--- src/timing_pin_export_regs.vh ---
// Constants for the timing signal pin export block.
`ifndef TIMING_PIN_EXPORT_REGS_VH
`define TIMING_PIN_EXPORT_REGS_VH
`define PFP_COUNT 5
`define PFP_START 0
`define PFP_STOP 1
`define PFP_CONV 2
`define PFP_SRC 3
`define PFP_GATE 4
`define PFP_OE_RST 5'h00
`define STROBE_RST 1'b1
`define CONV_N_RST 1'b1
`define PPI_WIDTH 8
`define DIO_WIDTH 8
`define DIO_DIR0 6
`define DIO_DIR1 7
`define SCAN_PULSE_CYC 1
`endif

--- src/pin_input_sync.v ---
// Three-stage input synchroniser with agreement filter.
`timescale 1ns/100ps
module pin_input_sync #(
  parameter WIDTH = 1
)(
  input wire clk_sys,
  input wire nrst,
  input wire [WIDTH-1:0] async_in,
  output reg [WIDTH-1:0] sync_out
);
  reg [WIDTH-1:0] meta_ff;
  reg [WIDTH-1:0] s2_ff;
  reg [WIDTH-1:0] s3_ff;
  genvar i;
  always @(posedge clk_sys or negedge nrst)
  begin
    if (!nrst)
    begin
      meta_ff <= {WIDTH{1'b0}};
      s2_ff <= {WIDTH{1'b0}};
      s3_ff <= {WIDTH{1'b0}};
    end
    else
    begin
      meta_ff <= async_in;
      s2_ff <= meta_ff;
      s3_ff <= s2_ff;
    end
  end
  // A change is taken only once stages two and three agree.
  generate
    for (i = 0; i < WIDTH; i = i + 1)
    begin : g_bit
      always @(posedge clk_sys or negedge nrst)
      begin
        if (!nrst)
          sync_out[i] <= 1'b0;
        else if (s2_ff[i] == s3_ff[i])
          sync_out[i] <= s3_ff[i];
      end
    end
  endgenerate
endmodule

--- src/timing_signal_pin_export.v ---
// Connector-side routing of acquisition timing signals and digital lines.
//
// Summary of operation
// Each function pin is a trigger input while its driver is off and drives its own timing signal when on.
// Without pretrigger, the exported start trigger rises when the acquisition sequence begins.
// With pretrigger, the exported start trigger rises when the pretrigger conversions begin.
// With pretrigger, the exported stop trigger rises when the posttrigger conversions begin.
// Without pretrigger, the stop trigger takes no part and the sequence completes without it.
// The active-low conversion output falls once for each conversion.
// The scan pulse output pulses once per conversion in scanning mode when enabled, else stays idle.
// The scan pulse rising edge marks when the outside may remove or switch the input.
// The active-low strobe output changes level only on software command.
// The exported counter 1 source pin reproduces the selected counter 1 count source.
// The exported counter 1 gate pin reproduces the selected counter 1 gate.
// The counter 1 output pin always carries counter 1's output.
// Digital lines 6 and 7 can act as up/down controls of counters 0 and 1 besides plain I/O.
// Each peripheral port is eight two-way lines with line 7 the MSB and line 0 the LSB.
// Each function pin driver is enabled by its own control bit and is off after reset.
`timescale 1ns/100ps
`include "timing_pin_export_regs.vh"
module timing_signal_pin_export #(
  parameter NPFP = `PFP_COUNT,
  parameter PPIW = `PPI_WIDTH,
  parameter DIOW = `DIO_WIDTH
)(
  input wire clk_sys,
  input wire nrst,
  input wire [NPFP-1:0] pfp_drive_en,
  input wire acq_begin,
  input wire pretrig_mode,
  input wire posttrig_begin,
  input wire conversion,
  input wire scan_mode,
  input wire scan_enable,
  input wire strobe_cmd_valid,
  input wire strobe_cmd_level,
  input wire counter1_source_sel,
  input wire counter1_gate_sel,
  input wire counter1_out_int,
  input wire [NPFP-1:0] programmable_function_pin_in,
  output reg [NPFP-1:0] programmable_function_pin_out,
  output reg [NPFP-1:0] programmable_function_pin_oe,
  output reg [NPFP-1:0] pfp_trigger_in,
  output reg per_conversion_scan_pulse,
  output reg soft_strobe_n,
  output reg counter1_output,
  input wire [DIOW-1:0] general_digital_lines_in,
  input wire [DIOW-1:0] dio_out_val,
  input wire [DIOW-1:0] dio_dir,
  output reg [DIOW-1:0] general_digital_lines_out,
  output reg [DIOW-1:0] general_digital_lines_oe,
  output reg [DIOW-1:0] dio_read,
  output reg counter0_up_down,
  output reg counter1_up_down,
  input wire [PPIW-1:0] ppi_port_a_lines_in,
  input wire [PPIW-1:0] ppi_port_b_lines_in,
  input wire [PPIW-1:0] ppi_port_c_lines_in,
  input wire [3*PPIW-1:0] ppi_out_val,
  input wire [2:0] ppi_port_dir,
  output reg [PPIW-1:0] ppi_port_a_lines_out,
  output reg [PPIW-1:0] ppi_port_b_lines_out,
  output reg [PPIW-1:0] ppi_port_c_lines_out,
  output reg [2:0] ppi_port_oe,
  output reg [3*PPIW-1:0] ppi_read
);
  reg ai_start_trigger_ff;
  reg ai_stop_trigger_ff;
  reg conv_n_ff;
  reg acq_run_ff;
  reg [NPFP-1:0] nxt_pfp_out;
  wire [NPFP-1:0] pfp_sync;
  wire [DIOW-1:0] dio_sync;
  wire [3*PPIW-1:0] ppi_sync;

  pin_input_sync #(.WIDTH(NPFP)) u_pfp_sync (
    .clk_sys(clk_sys),
    .nrst(nrst),
    .async_in(programmable_function_pin_in),
    .sync_out(pfp_sync)
  );

  pin_input_sync #(.WIDTH(DIOW)) u_dio_sync (
    .clk_sys(clk_sys),
    .nrst(nrst),
    .async_in(general_digital_lines_in),
    .sync_out(dio_sync)
  );

  pin_input_sync #(.WIDTH(3*PPIW)) u_ppi_sync (
    .clk_sys(clk_sys),
    .nrst(nrst),
    .async_in({ppi_port_c_lines_in, ppi_port_b_lines_in, ppi_port_a_lines_in}),
    .sync_out(ppi_sync)
  );

  // Acquisition trigger levels; the start trigger returns low the next cycle, the stop trigger when the sequence is idle again.
  always @(posedge clk_sys or negedge nrst)
  begin
    if (!nrst)
    begin
      acq_run_ff <= 1'b0;
      ai_start_trigger_ff <= 1'b0;
      ai_stop_trigger_ff <= 1'b0;
    end
    else if (acq_begin)
    begin
      acq_run_ff <= 1'b1;
      ai_start_trigger_ff <= 1'b1;
      ai_stop_trigger_ff <= 1'b0;
    end
    else if (acq_run_ff && posttrig_begin && pretrig_mode)
    begin
      ai_start_trigger_ff <= 1'b0;
      ai_stop_trigger_ff <= 1'b1;
    end
    else
    begin
      // The start trigger is a one-cycle rising pulse; without pretrigger the stop stays low.
      ai_start_trigger_ff <= 1'b0;
      if (!pretrig_mode)
      begin
        ai_stop_trigger_ff <= 1'b0;
        acq_run_ff <= 1'b0;
      end
      else if (ai_stop_trigger_ff)
      begin
        ai_stop_trigger_ff <= 1'b0;
        acq_run_ff <= 1'b0;
      end
    end
  end

  // Conversion output is low for the cycle after each conversion.
  always @(posedge clk_sys or negedge nrst)
  begin
    if (!nrst)
      conv_n_ff <= `CONV_N_RST;
    else
      conv_n_ff <= ~conversion;
  end

  always @*
  begin
    nxt_pfp_out = {NPFP{1'b0}};
    nxt_pfp_out[`PFP_START] = ai_start_trigger_ff;
    nxt_pfp_out[`PFP_STOP] = ai_stop_trigger_ff;
    nxt_pfp_out[`PFP_CONV] = conv_n_ff;
    nxt_pfp_out[`PFP_SRC] = counter1_source_sel;
    nxt_pfp_out[`PFP_GATE] = counter1_gate_sel;
  end

  always @(posedge clk_sys or negedge nrst)
  begin
    if (!nrst)
    begin
      programmable_function_pin_out <= {NPFP{1'b0}};
      programmable_function_pin_oe <= `PFP_OE_RST;
      pfp_trigger_in <= {NPFP{1'b0}};
      per_conversion_scan_pulse <= 1'b0;
      soft_strobe_n <= `STROBE_RST;
      counter1_output <= 1'b0;
    end
    else
    begin
      programmable_function_pin_out <= nxt_pfp_out;
      programmable_function_pin_oe <= pfp_drive_en;
      pfp_trigger_in <= pfp_sync & ~pfp_drive_en;
      // Rising edge one cycle after the conversion lets the outside switch inputs.
      per_conversion_scan_pulse <= conversion & scan_mode & scan_enable;
      if (strobe_cmd_valid)
        soft_strobe_n <= strobe_cmd_level;
      counter1_output <= counter1_out_int;
    end
  end

  always @(posedge clk_sys or negedge nrst)
  begin
    if (!nrst)
    begin
      general_digital_lines_out <= {DIOW{1'b0}};
      general_digital_lines_oe <= {DIOW{1'b0}};
      dio_read <= {DIOW{1'b0}};
      counter0_up_down <= 1'b0;
      counter1_up_down <= 1'b0;
      ppi_port_a_lines_out <= {PPIW{1'b0}};
      ppi_port_b_lines_out <= {PPIW{1'b0}};
      ppi_port_c_lines_out <= {PPIW{1'b0}};
      ppi_port_oe <= 3'h0;
      ppi_read <= {3*PPIW{1'b0}};
    end
    else
    begin
      general_digital_lines_out <= dio_out_val;
      general_digital_lines_oe <= dio_dir;
      dio_read <= dio_sync;
      // Up/down follows the line level, whether driven here or from outside.
      counter0_up_down <= dio_dir[`DIO_DIR0] ? dio_out_val[`DIO_DIR0] : dio_sync[`DIO_DIR0];
      counter1_up_down <= dio_dir[`DIO_DIR1] ? dio_out_val[`DIO_DIR1] : dio_sync[`DIO_DIR1];
      // Bit index equals line number, so line 7 is the MSB.
      ppi_port_a_lines_out <= ppi_out_val[PPIW-1:0];
      ppi_port_b_lines_out <= ppi_out_val[2*PPIW-1:PPIW];
      ppi_port_c_lines_out <= ppi_out_val[3*PPIW-1:2*PPIW];
      ppi_port_oe <= ppi_port_dir;
      ppi_read <= ppi_sync;
    end
  end
endmodule

--- config.mk ---
export PLATFORM = sky130hd
export DESIGN_NAME = timing_signal_pin_export
export DESIGN_NICKNAME = d
export VERILOG_FILES = /design/src/pin_input_sync.v /design/src/timing_signal_pin_export.v
export VERILOG_INCLUDE_DIRS = /design/src
export SDC_FILE = /design/constraint.sdc
export NUM_CORES = 1
export LEC_CHECK = 0
export ABC_AREA = 1
export BUFFER_PORTS_ARGS = -buffer_cell sky130_fd_sc_hd__buf_4
export CAP_MARGIN = 20
export CORE_ASPECT_RATIO = 1.1
export CORE_MARGIN = 10
export CORE_UTILIZATION = 46
export DETAILED_ROUTE_END_ITERATION = 8
export PLACE_DENSITY_LB_ADDON = 0.05
export SYNTH_ARGS = -nofsm -noshare
export SYNTH_HDL_FRONTEND = slang
export SYNTH_HIERARCHICAL = 1
export SYNTH_SLANG_ARGS = --single-unit
export TNS_END_PERCENT = 30
--- constraint.sdc ---
create_clock -name clk_sys -period 0.8 [get_ports clk_sys]
set_input_delay 0.16 -clock clk_sys [delete_from_list [all_inputs] [get_ports clk_sys]]
set_output_delay 0.16 -clock clk_sys [all_outputs]
set_load 0.005 [all_outputs]
Word level (Yosys, flattened, before mapping)
Cells that the tools add are included.
Word-level totals
  word-level logic and storage cells: 122
  input port bits: 98
  bits in registers: 247
  output and inout bits: 95
Cells by class
  reductions and logical operators: 3
  equal/unequal tests: 39
  bitwise gates (word level): 5
  mux-type cells: 9
Operators by type and width (number)
  $eq A1 B1 Y1: 37
  $mux W1: 9
  $and A5 B5 Y5: 1
  $not A5 Y5: 1
  $ne A3 B2 Y1 const B: 1
  $and A1 B1 Y1: 2
  $logic_and A1 B1 Y1: 2
  $ne A2 B2 Y1 const B: 1
  $reduce_and A2 Y1: 1
  $not A1 Y1: 1

Logic depth before layout (Yosys ltp)
  depth after elaboration: 4
  mapped depth: 4

Modules after synthesis
Netlist, hierarchy kept.
Modules (own cells, without submodules)
  pin_input_sync (u_ppi_sync): area an instance 2792.7 sq um, times used 1, cells each 192
  timing_signal_pin_export: area an instance 2601.2 sq um, times used 1, cells each 128
  pin_input_sync (u_dio_sync): area an instance 930.9 sq um, times used 1, cells each 64
  pin_input_sync (u_pfp_sync): area an instance 581.8 sq um, times used 1, cells each 40

Least setup slack after synthesis
OpenSTA, ideal clock, no wires.
  kind: register to register
  start: register soft_strobe_n (netlist name)
  end: register soft_strobe_n
  cell stages (with the launch flop): 3
  buffers on the path: 0
  arrival time: 0.666 ns
  setup time: 0.079 ns
  setup slack: 0.056 ns
  required time: 0.721 ns
  clock period less this slack: 0.744 ns
  cell sequence: dfstp_2 -> inv_1 -> o21ai_0
RTL lines
  end signal, assigned: line timing_signal_pin_export.v:160  | soft_strobe_n <= `STROBE_RST;
  end signal, assigned: line timing_signal_pin_export.v:171  | soft_strobe_n <= strobe_cmd_level;
  end, declared: line timing_signal_pin_export.v:45  | output reg soft_strobe_n,

Final worst setup path
  start: register soft_strobe_n
  end: output soft_strobe_n
No word-level cell between the ends.

==> results.toml <==
[status]
outcome = "complete, but fails checks"
violations = "setup timing"

[layout]
drive_gt1_share_pct = 31.5
fin_nets = 846
layout.cells.most_common_list = "dfrtp_1 (245), buf_4 (100), dlygate4sd3_1 (97)"
design_area_sq_um = 10800
final-seq-area_sq_um = 6180
multi_input_area_sq_um = 539
final_common_cell = "dfrtp_1"
fillCellCount = 872
area_growth_pct = 57.0

[synth]
syn_area_sq_um = 6910
avgSynthCellArea_sq_um = 16.3
syn_inst = 424
synth-seq-cells = 247
synth_nets = 522
synth_cell_types = 9
yosys_warnings = 6
ys_seq_area_share_pct = 89.5

[floorplanning]
core_sq_um = 14600
io_pins = 193
row_count = 46
initial_core_util_pct = 47.4
die_x_um = 137
die_area_sq_um = 20300
die_h_um = 149

[worst_setup_path]
rr_worst_depth = 2
rrSetupSlack_ps = 40
cpMaxStageDelayCell = "dfstp_2"
startpoint_type = "flip-flop"
crit_buf_inv = 1
cp_data_arrival_time_ps = 1120
required_ps = 640
worstPathCellList = "buf_6"
worstReg2RegEnd = "soft_strobe_n$_DFFE_PN1P_"
crit_path_max_fanout = 2
cp_top_family = "flip-flops"
max_stage_delay_ps = 540
r2r-start = "soft_strobe_n$_DFFE_PN1P_"
crit_type = "flip-flop to output port"
worst_setup_path_end_kind = "output port"

[route]
route.top_layer_used = "met4"
postRouteAntennaNets = 0
drc_errors = 0
routedLengthMet1_um = 5150
drtPass1Iterations = 4
wl_met2_um = 8140
drtIter0Drc = 170
post_drt_wl_per_cell_um = 15.1
dr_wl_met3_um = 984
wl_um = 14500
vias_per_cell = 4.35
vias = 4177

[cts]
cts_tree = "done"
cts_made_buffers = 24
post_cts_buffers = 0
cts_sinks = 247
clkTransAtPathRegs_ps = 60
h-tree-depth = 1
clk_path_buf_depth = 3
clockRootBuffer = "clkbuf_16"
clkLatencyLatePin_ps = 490

[global_routing]
antenna_found_initial = 3
grt_pass1_wl_um = 23900
grt_usage_pct = 14.6
globalRouteOverflowTotal = 0
grt_max_degree = 45
grt_pass1_vias = 4775

[place]
dpl_cell_area_sq_um = 8730
portBuffers = 192
place.gp.congestion = 0.723
dpl.hpwl_um = 9580
dp_slack_ps = 26.5

[timing]
drv_slew = 0
worst_pin_slew_ps = 243
finalHoldViolations = 0
skew_ps = 5.30
rsz0062_at_grt = "true"
clock.fmax_ghz = 0.779
slew_headroom_pct = 83.8
finalSetupViolCount = 95
holdWs_ps = 116
fin_crit_sh_pct = 160
fin_crit_ps = 1280
fin_ws_ps = -483

[min_path]
hp-class = "input pin to async pin"

[power_and_ir_drop]
p_per_area_nw_per_um2 = 2470
ir_drop_uv = 1710
power.leakage_nw = 5.31

[flow_run]
max_cap_viol_count = 0
[cell families after synthesis]
kind of cell	after synthesis	synth area share, %
buffers and inverters	49	2.66
DFF	247	89.5
AOI/OAI and AO/OA	40	2.90
and+or+nand+nor	88	4.91
[area by class of cell]
cell class	count	share of cell area, %
clock buffers	37	6.74
diodes	3	0.0692
repair buffers	298	26.8
well taps	192	2.21
inverters	49	1.70
multi-input cells	128	4.97
clock inverters	6	0.508
flip-flops and latches	247	57.0
[cell usage after synthesis]
cell / count / area share [%]
nor3_2: 1 / 0.14
and3_1: 1 / 0.091
dfstp_2: 2 / 0.76
a21oi_1: 37 / 2.7
nor2_1: 42 / 2.3
o21ai_0: 3 / 0.22
inv_1: 49 / 2.7
dfrtp_1: 245 / 89
nand2_1: 44 / 2.4
[worst max path at each step]
stage	from	to	slack, ps	cells after the start
after floorplan	soft_strobe_n$_DFFE_PN1P_	soft_strobe_n$_DFFE_PN1P_	60	2
after global placement	soft_strobe_n$_DFFE_PN1P_	soft_strobe_n	30	1
after detailed placement	soft_strobe_n$_DFFE_PN1P_	soft_strobe_n$_DFFE_PN1P_	30	2
after CTS	soft_strobe_n$_DFFE_PN1P_	soft_strobe_n	-490	1
after global routing	soft_strobe_n$_DFFE_PN1P_	soft_strobe_n	-520	1
final	soft_strobe_n$_DFFE_PN1P_	soft_strobe_n	-480	1
[registers in the layout, summed over array words and instances (netlist names), 8 cells and up]
register                   flops
u_dio_sync/s3_ff               8
dio_read                       8
ppi_port_b_lines_out           8
u_dio_sync/meta_ff             8
general_digital_lines_out      8
ppi_port_a_lines_out           8
u_ppi_sync/sync_out           24
ppi_port_c_lines_out           8
u_ppi_sync/s3_ff              24
u_dio_sync/sync_out            8
general_digital_lines_oe       8
u_ppi_sync/s2_ff              24
u_dio_sync/s2_ff               8
ppi_read                      24
u_ppi_sync/meta_ff            24
[through the flow]
| stage | power (mW) | cells | TNS [ps] | util, % |
|---|---|---|---|---|
| after detailed placement | 15.6 | 817 | 0 | 59.9 |
| after CTS | 27.2 | 957 | -33920 | 74.4 |
| final | 26.8 | 960 | -32160 | 74.5 |
| after floorplan | 14.2 | 424 | 0 | - |
| after global routing | 28.0 | 960 | -35670 | 74.5 |
| after global placement | 15.5 | 817 | 0 | 59.9 |
[timing repair]
| item | CTS | global route |
|---|---|---|
| hold endpoints to repair | 348 | 0 |
| hold buffers | 97 | 0 |
| resized for setup | 96 | 1 |
| setup endpoints to repair | 95 | 97 |
| gates cloned | 0 | 0 |
[metal layers]
layer	up-vias	track usage, %
li1	1951	-
met1	2095	16.0
met2	111	27.0
met3	20	4.04
met4	0	4.11
met5	-	0
[power breakdown]
| part | switching (mW) | internal [mW] | total (mW) |
|---|---|---|---|
| combinational | 0.816 | 1.43 | 2.24 |
| clock | 4.23 | 6.58 | 10.8 |
| sequential | 0.437 | 13.3 | 13.8 |
| total | 5.48 | 21.3 | 26.8 |
No activity file was read; power rests on OpenSTA's default activity.
